==> config.mk <==
export PLATFORM = sky130hd
export DESIGN_NAME = mae_engine
export DESIGN_NICKNAME = d
export VERILOG_FILES = /design/src/rtl/mae_pkg.sv /design/src/rtl/mae_engine.sv
export SDC_FILE = /design/constraint.sdc
export NUM_CORES = 1
export LEC_CHECK = 0
export BUFFER_PORTS_ARGS = -buffer_cell sky130_fd_sc_hd__buf_2
export CORE_MARGIN = 4
export CORE_UTILIZATION = 24
export CTS_CLUSTER_SIZE = 16
export DETAILED_ROUTE_END_ITERATION = 6
export HOLD_SLACK_MARGIN = 0.08
export PLACE_DENSITY = 0.34
export SETUP_SLACK_MARGIN = 0.4
export SYNTH_ARGS = -nofsm -noshare
export SYNTH_HDL_FRONTEND = slang
export SYNTH_SLANG_ARGS = --single-unit
==> constraint.sdc <==
create_clock -name aclk -period 20.6 [get_ports aclk]
set_input_delay 3.09 -clock aclk [delete_from_list [all_inputs] [get_ports aclk]]
set_output_delay 3.09 -clock aclk [all_outputs]
set_load 0.02 [all_outputs]
==> src/rtl/mae_pkg.sv <==
// package: register map, field positions and reset values of the mac engine
package mae_pkg;
  // ==========================================================================
  // register byte offsets
  localparam logic [7:0] MAE_CFG_OFS   = 8'h00;
  localparam logic [7:0] MAE_FLAG_OFS  = 8'h04;
  localparam logic [7:0] MAE_OPA_OFS   = 8'h08;
  localparam logic [7:0] MAE_OPB_OFS   = 8'h0c;
  localparam logic [7:0] MAE_ACCL_OFS  = 8'h10;
  localparam logic [7:0] MAE_ACCH_OFS  = 8'h14;
  localparam logic [7:0] MAE_RND_OFS   = 8'h18;
  // ==========================================================================
  // configuration fields
  localparam int MAE_CFG_PROD_ONLY = 0;
  localparam int MAE_CFG_FRAC      = 1;
  localparam int MAE_CFG_SAT       = 2;
  localparam int MAE_CFG_CLR       = 3;
  localparam int MAE_CFG_SHDIR     = 4;
  localparam int MAE_CFG_SHIFT     = 5;
  // ==========================================================================
  // flag fields and reset values
  localparam int MAE_FLG_NEG  = 0;
  localparam int MAE_FLG_SOFT = 1;
  localparam int MAE_FLG_ZERO = 2;
  localparam int MAE_FLG_HARD = 3;
  localparam logic [5:0] MAE_CFG_RST  = 6'h00;
  localparam logic [3:0] MAE_FLAG_RST = 4'h4;
  localparam logic [39:0] MAE_ACC_RST = 40'h00_0000_0000;
  localparam logic [15:0] MAE_RND_RST = 16'h0000;
  localparam logic [15:0] MAE_RND_HALF = 16'h8000;
  localparam logic [15:0] MAE_SAT_POS  = 16'h7fff;
  localparam logic [15:0] MAE_SAT_NEG  = 16'h8000;
  localparam logic [1:0] MAE_RESP_OKAY   = 2'b00;
  localparam logic [1:0] MAE_RESP_SLVERR = 2'b10;
endpackage : mae_pkg

==> src/rtl/mae_engine.sv <==
// file: multiply-accumulate engine with axi4-lite register slave
//
// Chosen here: the address map and the AXI4-Lite slave port.
`timescale 1ns/10ps
module mae_engine
  import mae_pkg::*;
(
  // clock and reset
  input  wire logic        aclk,
  input  wire logic        aresetn,
  // write address
  input  wire logic [7:0]  s_axi_awaddr,
  input  wire logic        s_axi_awvalid,
  output logic             s_axi_awready,
  // write data
  input  wire logic [31:0] s_axi_wdata,
  input  wire logic [3:0]  s_axi_wstrb,
  input  wire logic        s_axi_wvalid,
  output logic             s_axi_wready,
  // write response
  output logic [1:0]       s_axi_bresp,
  output logic             s_axi_bvalid,
  input  wire logic        s_axi_bready,
  // read address
  input  wire logic [7:0]  s_axi_araddr,
  input  wire logic        s_axi_arvalid,
  output logic             s_axi_arready,
  // read data
  output logic [31:0]      s_axi_rdata,
  output logic [1:0]       s_axi_rresp,
  output logic             s_axi_rvalid,
  input  wire logic        s_axi_rready
);

  // ==========================================================================
  // state
  typedef struct packed {
    logic        aw_held;
    logic [7:0]  aw_addr;
    logic        w_held;
    logic [31:0] w_data;
    logic [3:0]  w_strb;
    logic        bvalid;
    logic [1:0]  bresp;
    logic        rvalid;
    logic [1:0]  rresp;
    logic [31:0] rdata;
    logic [5:0]  cfg;
    logic [3:0]  flags;
    logic [15:0] opa;
    logic [15:0] opb;
    logic [39:0] acc;
    logic [15:0] rnd;
    logic        s1_valid;
    logic        s1_prod_only;
    logic        s1_clear;
    logic [39:0] s1_prod;
    logic        mul_go;
    logic        mul_prod_only;
    logic        mul_clear;
    logic        rnd_req;
  } mae_state_s;

  mae_state_s st;
  mae_state_s next_st;

  // ==========================================================================
  // rounding of accumulator bits 31..16, shared by the stage-2, shift and low-word write paths
  function automatic logic [15:0] mae_round(input logic [39:0] a,
                                            input logic        sat);
    logic        up;
    logic [16:0] sum;
    logic        pos_ovf;
    logic        neg_ovf;
    up = (a[15:0] > MAE_RND_HALF) ||
         ((a[15:0] == MAE_RND_HALF) && a[16]);
    sum = {a[31], a[31:16]} + {16'h0000, up};
    // overflow judged against the full 40-bit value, not only bits 31..16
    pos_ovf = !a[39] && ((|a[38:31]) || (sum[16] != sum[15]));
    neg_ovf = a[39] && !(&a[38:31]);
    if (sat && pos_ovf) begin
      mae_round = MAE_SAT_POS;
    end else if (sat && neg_ovf) begin
      mae_round = MAE_SAT_NEG;
    end else begin
      mae_round = sum[15:0];
    end
  endfunction : mae_round

  // ==========================================================================
  // combinational next state
  logic        wr_fire;
  logic        rd_fire;
  logic        start;
  logic        shift_now;
  logic [31:0] prod32;
  logic [39:0] prod40;
  logic [39:0] addend;
  logic [39:0] sum40;
  logic [39:0] shifted;
  logic [7:0]  wr_byte0;

  always_comb begin
    next_st  = st;
    wr_fire  = st.aw_held && st.w_held && !st.bvalid;
    rd_fire  = s_axi_arvalid && !st.rvalid;
    start    = 1'b0;
    wr_byte0 = st.w_data[7:0];
    prod32   = 32'(signed'(st.opa) * signed'(st.opb));
    prod40   = {{8{prod32[31]}}, prod32};
    if (st.cfg[MAE_CFG_FRAC]) begin
      prod40 = {prod40[38:0], 1'b0};
    end
    addend   = (st.s1_prod_only || st.s1_clear) ? MAE_ACC_RST
                                                : st.acc;
    sum40    = addend + st.s1_prod;
    shift_now = st.cfg[MAE_CFG_SHIFT];
    shifted  = st.cfg[MAE_CFG_SHDIR] ? {st.acc[39], st.acc[39:1]}
                                     : {st.acc[38:0], 1'b0};

    // ------------------------------------------------------------ bus accept
    if (s_axi_awvalid && !st.aw_held) begin
      next_st.aw_held = 1'b1;
      next_st.aw_addr = s_axi_awaddr;
    end
    if (s_axi_wvalid && !st.w_held) begin
      next_st.w_held = 1'b1;
      next_st.w_data = s_axi_wdata;
      next_st.w_strb = s_axi_wstrb;
    end
    if (st.bvalid && s_axi_bready) begin
      next_st.bvalid = 1'b0;
    end
    if (st.rvalid && s_axi_rready) begin
      next_st.rvalid = 1'b0;
    end

    // ------------------------------------------------------------ pipeline
    // stage 3: rounding of the value stored by stage 2 or by a shift/write
    next_st.rnd_req = 1'b0;
    if (st.rnd_req) begin
      next_st.rnd = mae_round(st.acc, st.cfg[MAE_CFG_SAT]);
    end
    // stage 2: add and store, with the flags set from the sum in the same cycle
    if (st.s1_valid) begin
      next_st.acc = sum40;
      next_st.rnd_req = 1'b1;
      next_st.flags[MAE_FLG_ZERO] = (sum40 == MAE_ACC_RST);
      next_st.flags[MAE_FLG_NEG]  = sum40[39];
      next_st.flags[MAE_FLG_SOFT] = (sum40[39:31] != {9{sum40[39]}});
      if (st.s1_clear) begin
        next_st.flags[MAE_FLG_HARD] = 1'b0;
      end
      if (!st.s1_prod_only &&
          (((addend[39:32] == 8'h7f) && (sum40[39:32] == 8'h80)) ||
           ((addend[39:32] == 8'h80) && (sum40[39:32] == 8'h7f)))) begin
        next_st.flags[MAE_FLG_HARD] = 1'b1;
      end
    end else if (shift_now) begin
      next_st.acc = shifted;
      next_st.rnd_req = 1'b1;
      next_st.cfg[MAE_CFG_SHIFT] = 1'b0;
    end
    next_st.s1_valid = 1'b0;
    // stage 1: multiply the operands left behind by the start write
    if (st.mul_go) begin
      next_st.s1_valid     = 1'b1;
      next_st.s1_prod      = prod40;
      next_st.s1_prod_only = st.mul_prod_only;
      next_st.s1_clear     = st.mul_clear;
    end
    next_st.mul_go = 1'b0;

    // ------------------------------------------------------------ register write
    if (wr_fire) begin
      next_st.aw_held = 1'b0;
      next_st.w_held  = 1'b0;
      next_st.bvalid  = 1'b1;
      next_st.bresp   = MAE_RESP_OKAY;
      case (st.aw_addr)
        MAE_CFG_OFS: begin
          if (st.w_strb[0]) begin
            next_st.cfg = wr_byte0[5:0];
          end
        end
        MAE_FLAG_OFS: begin
          if (st.w_strb[0] && !st.s1_valid) begin
            next_st.flags = wr_byte0[3:0];
          end
        end
        MAE_OPA_OFS: begin
          if (st.w_strb[0]) next_st.opa[7:0]  = st.w_data[7:0];
          if (st.w_strb[1]) next_st.opa[15:8] = st.w_data[15:8];
        end
        MAE_OPB_OFS: begin
          if (st.w_strb[1]) next_st.opb[15:8] = st.w_data[15:8];
          if (st.w_strb[0]) begin
            next_st.opb[7:0] = st.w_data[7:0];
            start = 1'b1;
          end
        end
        MAE_ACCL_OFS: begin
          if (!st.s1_valid) begin
            for (int i = 0; i < 4; i++) begin
              if (st.w_strb[i]) next_st.acc[i*8 +: 8] = st.w_data[i*8 +: 8];
            end
            if (st.w_strb[0]) next_st.rnd_req = 1'b1;
          end
        end
        MAE_ACCH_OFS: begin
          if (st.w_strb[0] && !st.s1_valid) begin
            next_st.acc[39:32] = wr_byte0;
          end
        end
        MAE_RND_OFS: begin
          next_st.bresp = MAE_RESP_OKAY;
        end
        default: begin
          next_st.bresp = MAE_RESP_SLVERR;
        end
      endcase
    end

    // start: operands settle at this edge, so the multiply runs next cycle
    if (start) begin
      next_st.mul_go        = 1'b1;
      next_st.mul_prod_only = st.cfg[MAE_CFG_PROD_ONLY];
      next_st.mul_clear     = st.cfg[MAE_CFG_CLR];
      next_st.cfg[MAE_CFG_CLR] = 1'b0;
    end

    // ------------------------------------------------------------ register read
    if (rd_fire) begin
      next_st.rvalid = 1'b1;
      next_st.rresp  = MAE_RESP_OKAY;
      case (s_axi_araddr)
        MAE_CFG_OFS:  next_st.rdata = {26'h0, st.cfg};
        MAE_FLAG_OFS: next_st.rdata = {28'h0, st.flags};
        MAE_OPA_OFS:  next_st.rdata = {16'h0, st.opa};
        MAE_OPB_OFS:  next_st.rdata = {16'h0, st.opb};
        MAE_ACCL_OFS: next_st.rdata = st.acc[31:0];
        MAE_ACCH_OFS: next_st.rdata = {24'h0, st.acc[39:32]};
        MAE_RND_OFS:  next_st.rdata = {16'h0, st.rnd};
        default: begin
          next_st.rdata = 32'h0000_0000;
          next_st.rresp = MAE_RESP_SLVERR;
        end
      endcase
    end
  end

  // ==========================================================================
  // state register
  always_ff @(posedge aclk) begin
    if (!aresetn) begin
      st.aw_held      <= 1'b0;
      st.aw_addr      <= 8'h00;
      st.w_held       <= 1'b0;
      st.w_data       <= 32'h0000_0000;
      st.w_strb       <= 4'h0;
      st.bvalid       <= 1'b0;
      st.bresp        <= MAE_RESP_OKAY;
      st.rvalid       <= 1'b0;
      st.rresp        <= MAE_RESP_OKAY;
      st.rdata        <= 32'h0000_0000;
      st.cfg          <= MAE_CFG_RST;
      st.flags        <= MAE_FLAG_RST;
      st.opa          <= 16'h0000;
      st.opb          <= 16'h0000;
      st.acc          <= MAE_ACC_RST;
      st.rnd          <= MAE_RND_RST;
      st.s1_valid     <= 1'b0;
      st.s1_prod_only <= 1'b0;
      st.s1_clear     <= 1'b0;
      st.s1_prod      <= MAE_ACC_RST;
      st.mul_go        <= 1'b0;
      st.mul_prod_only <= 1'b0;
      st.mul_clear     <= 1'b0;
      st.rnd_req      <= 1'b0;
    end else begin
      st <= next_st;
    end
  end

  // ==========================================================================
  // bus outputs
  assign s_axi_awready = !st.aw_held;
  assign s_axi_wready  = !st.w_held;
  assign s_axi_bvalid  = st.bvalid;
  assign s_axi_bresp   = st.bresp;
  assign s_axi_arready = !st.rvalid;
  assign s_axi_rvalid  = st.rvalid;
  assign s_axi_rdata   = st.rdata;
  assign s_axi_rresp   = st.rresp;

endmodule : mae_engine

==> results of run 1 <==
-- path summary, 6_finish.rpt --
| path | cells past startpoint | to | start |
|---|---|---|---|
| worst max-delay path | 20 | st[35] | st[133] |
| worst min-delay path | 2 | s_axi_rdata[25] | s_axi_rdata[25] |
| worst max register to register | 20 | st[35] | st[133] |
| worst min register to register | 2 | s_axi_rdata[25] | s_axi_rdata[25] |
-- critical path, stage by stage (launching register included) --
cell	delay [ps]
dfxtp_1	900
nand2_1	180
fa_1	550
fa_1	600
fa_1	540
inv_1	50
fa_1	490
fa_1	500
inv_1	60
fa_1	560
inv_1	70
ha_1	380
and2_1	160
and4_1	280
nand2_1	70
o211ai_1	730
a2111oi_2	200
o31ai_1	690
a21oi_1	130
or4_1	540
o2111a_1	140
-- power by group through the flow --
stage / clock (mW) / sequential, mW / combinational, mW
floorplan: 0 / 0.445 / 0.0259
global route: 0.620 / 0.443 / 0.0448
CTS: 0.605 / 0.442 / 0.0412
detailed placement: 0 / 0.452 / 0.0410
finish: 0.584 / 0.442 / 0.0401
global placement: 0 / 0.452 / 0.0408
-- state kept, by name (all words and copies together), names as in the netlist --
signal	count
s_axi_bresp	1
shift_now	1
s_axi_rdata	32
s_axi_rresp	1
st	183
s_axi_bvalid	1
s_axi_rvalid	1
-- final cells by class --
type / instances / area [um^2] / area share [%]
multi-input combinational: 2120 / 16900 / 65.4
sequential: 220 / 4410 / 17.1
timing repair buffer: 127 / 711 / 2.75
clock inverter: 15 / 258 / 0.998
inverter: 300 / 1130 / 4.38
clock buffer: 38 / 830 / 3.21
tap: 1276 / 1600 / 6.18
-- routing by layer --
metal | track usage (%) | vias to the layer above
met5 | 0 | -
met4 | 4.55 | 0
met3 | 2.42 | 106
met2 | 27.8 | 410
met1 | 24.7 | 9891
li1 | - | 9386
-- logic make-up after synthesis --
logic type / synth area share, %
buffers and inverters: 8.77
adder cells (fa/ha/maj): 29.3
AO/OA/AOI/OAI: 16.1
other: 0.0161
multiplexers: 4.20
XOR/XNOR: 2.70
AND/OR/NAND/NOR: 20.0
flip-flops: 18.9
-- cells in the final DEF (no fill, tap or decap), types with 7 or more instances in the layout --
cell / n
a31oi_1: 16
o21ai_0: 96
and2_1: 174
nand3_1: 44
a21oi_1: 235
nand2_1: 389
a22oi_1: 8
o211ai_1: 20
mux2i_1: 82
nor4_1: 11
a222oi_1: 12
inv_1: 297
o21a_1: 16
xor2_1: 17
fa_1: 263
buf_4: 30
or3_1: 8
ha_1: 126
a211oi_1: 91
clkbuf_8: 7
a21o_1: 22
nand4_1: 21
clkbuf_16: 29
buf_2: 97
xnor2_1: 55
or2_2: 7
nor2b_1: 13
nand2b_1: 22
and4_1: 11
and3_1: 22
nor2_1: 174
nor3_1: 45
a211o_1: 10
dfxtp_1: 215
-- per-stage QoR --
step	util (%)	setup WS, ps	area (um^2)
2_1_floorplan	-	13980	23300
3_3_place_gp	25.6	12560	24700
3_5_place_dp	25.6	12640	24700
4_1_cts	26.7	12600	25800
5_1_grt	26.7	12210	25800
6_report	26.7	12640	25800
==> results_dict.tcl, run 1 <==
set metrics [dict create \
    syn_area_um2 23300 \
    drive_gt1_share_pct 7.94 \
    swShare_pct 24.6 \
    required_ps 21070 \
    cts_inserted_buffers 29 \
    drt_pass1_iterations 7 \
    dpl.hpwl_mm 71.3 \
    period_needed_ps 7960 \
    clock_power_share_pct 54.8 \
    netlist.area_leader.share_pct 22.6 \
    dieWidth_um 320 \
    met1Wirelength_mm 42.8 \
    cts_hold_buf 0 \
    synth_edf_count 0 \
    power_frac_comb_pct 3.8 \
    vdd_drop_max_mv 0.0604 \
    fp.dieH_um 320 \
    ant_nets 0 \
    route.vias.total 19800 \
    synthArstFlopShare_pct 0 \
    yosys-top-cells-count "nand2_1 (389), inv_1 (297), fa_1 (263)" \
    grt_max_degree 83 \
    hold_path_class "reg -> reg" \
    met2_length_mm 41.1 \
    boundaryPins 100 \
    postCtsSetupBuffers 0 \
    yosysMostFrequentCell "nand2_1" \
    grt_pass1_wl_mm 136 \
    portBuffers 97 \
    worst_pin_slew_ps 1340 \
    rows 114 \
    cts_root_buf "clkbuf_16" \
    drc 4 \
    fillers 10500 \
    timing.hold.ws_ps 452 \
    viasPerCell 4.83 \
    clkTransAtPathRegs_ps 60 \
    grt_pass1_vias 20300 \
    core_region_area_um2 96600 \
    ys_ff_latch 220 \
    reg2reg_slack_ps 12640 \
    p_sw_mw 0.262 \
    cts.sinks 220 \
    status "finished, violations left" \
    p_total_mw 1.07 \
    start_kind "flop" \
    setup_tns_ps 0 \
    fin_cells 4096 \
    drv_cap 0 \
    met3WireLength_mm 3.88 \
    synth-main-ff-cell "dfxtp_1" \
    avgSynthCellArea_um2 8.19 \
    power.internal_mw 0.804 \
    h-tree-depth 1 \
    final.period_utilization_pct 38.6 \
    place_congestion 0.860 \
    dp_cells 4043 \
    clock_skew_ps 21.5 \
    path_max_fanout 18 \
    cts_tree "yes" \
    ys_types 86 \
    wl_per_cell_um 22.1 \
    worstSkewPairLatency_ps 590 \
    yosys_warnings 0 \
    highest-signal-layer "met4" \
    yosys-top-cells-area "fa_1 (23%), dfxtp_1 (19%), ha_1 (6.8%)" \
    num_antenna_cells 0 \
    syn_inst 2845 \
    cellPowerDensity_nw_per_um2 41.3 \
    synthToLayoutAreaGrowth_pct 10.7 \
    violations "design-rule violations" \
    antenna_found_initial 1 \
    cts_resized 0 \
    drv_slew 0 \
    pwr-share-seq_pct 41.5 \
    critPathKind "reg -> reg" \
    ys_seq_area_share_pct 18.9 \
    grt_overflow 0 \
    max_freq_mhz 126 \
    end_kind "flop" \
    hold_viol_final 0 \
    drt_iter0_drc 1417 \
    clockBufferDepth 3 \
    setup_violations 0 \
    slew_headroom_pct 10.8 \
    rsz0062_at_grt "false" \
    totalWireLength_mm 90.4 \
    globalRouteTotalUtil_pct 17.4 \
    p_leak_nw 11.2 \
    die_area_um2 102000 \
    critPathArrivalTime_ps 8420 \
    fin_nets 3246 \
    yosysTopAreaCell "fa_1" \
    start_util_pct 24.1 \
]
(Power assumes the default switching activity.)
==> inputs of run 2 (changes only) <==
Clock period 20.6 ns to 7.7 ns, I/O delays scaled along.
==> run 2 against run 1 <==
Against the previous run:
- the run now ends clean
- maximum frequency grew 14%
- total power increased to 2.7 times the previous value
- hold slack worse by 1.2 ps
- register-to-register slack worse by 12000 ps
- first-iteration DRC count grew 5.0%
- final cell count increased by 1.5%
==> results_dict.tcl, run 2 (same netlist as run 1, synthesis figures left out) <==
set metrics [dict create \
    status "completed" \
    wl_per_cell_um 21.4 \
    multi_input_area_um2 16900 \
    postCtsSetupBuffers 0 \
    regMostFlops "st" \
    vdd_drop_max_mv 0.165 \
    seqCellArea_um2 4430 \
    cts_resized 0 \
    end_kind "flop" \
    antenna_found_initial 1 \
    setup_tns_ps 0 \
    path_max_fanout 10 \
    mostFrequentLayoutCells "nand2_1 (389), inv_1 (297), fa_1 (263)" \
    fin_util_pct 27.2 \
    critPathArrivalTime_ps 7490 \
    slew_headroom_pct 22.5 \
    globalRouteTotalUtil_pct 17.2 \
    drt_pass1_iterations 6 \
    start_kind "flop" \
    rows 114 \
    rsz0062_at_grt "true" \
    grt_max_degree 120 \
    clock_skew_ps 25.3 \
    worstSkewPairLatency_ps 600 \
    cts_tree "yes" \
    p_total_mw 2.86 \
    drive_gt1_share_pct 10.2 \
    totalWireLength_mm 89.0 \
    hold_path_class "reg -> reg" \
    fin_area_um2 26300 \
    grt_pass1_vias 20600 \
    layout_commonest_cell "nand2_1" \
    largest_reg_flops 183 \
    cts_inserted_buffers 30 \
    critPathKind "reg -> reg" \
    fin_cells 4159 \
    period_needed_ps 7000 \
    placed_area_um2 25200 \
    cts.sinks 220 \
    dpl.hpwl_mm 71.1 \
    boundaryPins 100 \
    fin_nets 3304 \
    drv_slew 0 \
    cts_root_buf "clkbuf_16" \
    max_freq_mhz 143 \
    synthToLayoutAreaGrowth_pct 12.8 \
    grt_overflow 0 \
    clockBufferDepth 3 \
    setup_violations 0 \
    fp.dieH_um 320 \
    dp_cells 4100 \
    die_area_um2 102000 \
    final.period_utilization_pct 91.0 \
    core_region_area_um2 96600 \
    dieWidth_um 320 \
    start_util_pct 24.1 \
    cts_hold_buf 0 \
    p_leak_nw 11.5 \
    worst_pin_slew_ps 1160 \
    h-tree-depth 1 \
    viasPerCell 4.82 \
    drv_cap 0 \
    portBuffers 97 \
    place_congestion 0.856 \
    cellPowerDensity_nw_per_um2 109 \
    ant_nets 0 \
    drc 0 \
    grt_pass1_wl_mm 135 \
    route.vias.total 20100 \
    hold_viol_final 0 \
    fillers 10500 \
    clkTransAtPathRegs_ps 60 \
    drt_iter0_drc 1488 \
    required_ps 8190 \
]
==> run 2: worst max-delay path, cell delays in order (launching register included) <==
cell       delay, ps
dfxtp_1          600
buf_4            280
nand2_1           90
fa_1             510
inv_1             50
fa_1             480
fa_1             580
fa_1             440
fa_1             490
inv_1             50
fa_1             470
inv_1             40
ha_1             360
and2_1           180
and4_1           260
nand2_1           70
o211ai_1         420
a2111oi_2        140
buf_4            190
o31ai_2          410
a21oi_1          110
or4_1            520
o2111a_1         140
==> run 2: routing by layer <==
| metal | routed length (um) | global-route usage [%] | vias to the layer above |
|---|---|---|---|
| met5 | 12 | 0 | - |
| met4 | 2860 | 4.83 | 2 |
| met3 | 3590 | 1.89 | 110 |
| met2 | 40600 | 27.7 | 466 |
| met1 | 41900 | 24.5 | 9976 |
| li1 | - | - | 9502 |
==> run 2: report_power, final <==
part / internal, mW / total [mW] / switching, mW / leakage, nW
registers: 1.15 / 1.18 / 0.0275 / 1.79
clock network: 0.969 / 1.57 / 0.600 / 0.528
logic: 0.0339 / 0.107 / 0.0730 / 9.19
total: 2.16 / 2.86 / 0.700 / 11.5
==> run 2: layout make-up <==
class	instances	area share (%)
Timing Repair Buffer	184	4.38
Sequential cell	220	16.8
Clock buffer	37	3.03
Clock inverter	19	1.11
Tap cell	1276	6.07
Inverter	300	4.30
Antenna cell	3	0.0286
Multi-Input combinational cell	2120	64.2
==> run 2: through the flow <==
step / setup slack (ps) / hold WS (ps)
6_report: 696 / 451
5_1_grt: 387 / 470
4_1_cts: 410 / 454
3_5_place_dp: 437 / 448
3_3_place_gp: 554 / 449
2_1_floorplan: 1080 / 432
==> run 2: worst paths after layout <==
check,from,to,slack (ps),depth (start not counted)
worst max-delay path,st[111],st[35],700,22
worst min register to register,s_axi_rdata[31],s_axi_rdata[31],450,2
worst max register to register,st[111],st[35],700,22
worst min-delay path,s_axi_rdata[31],s_axi_rdata[31],450,2
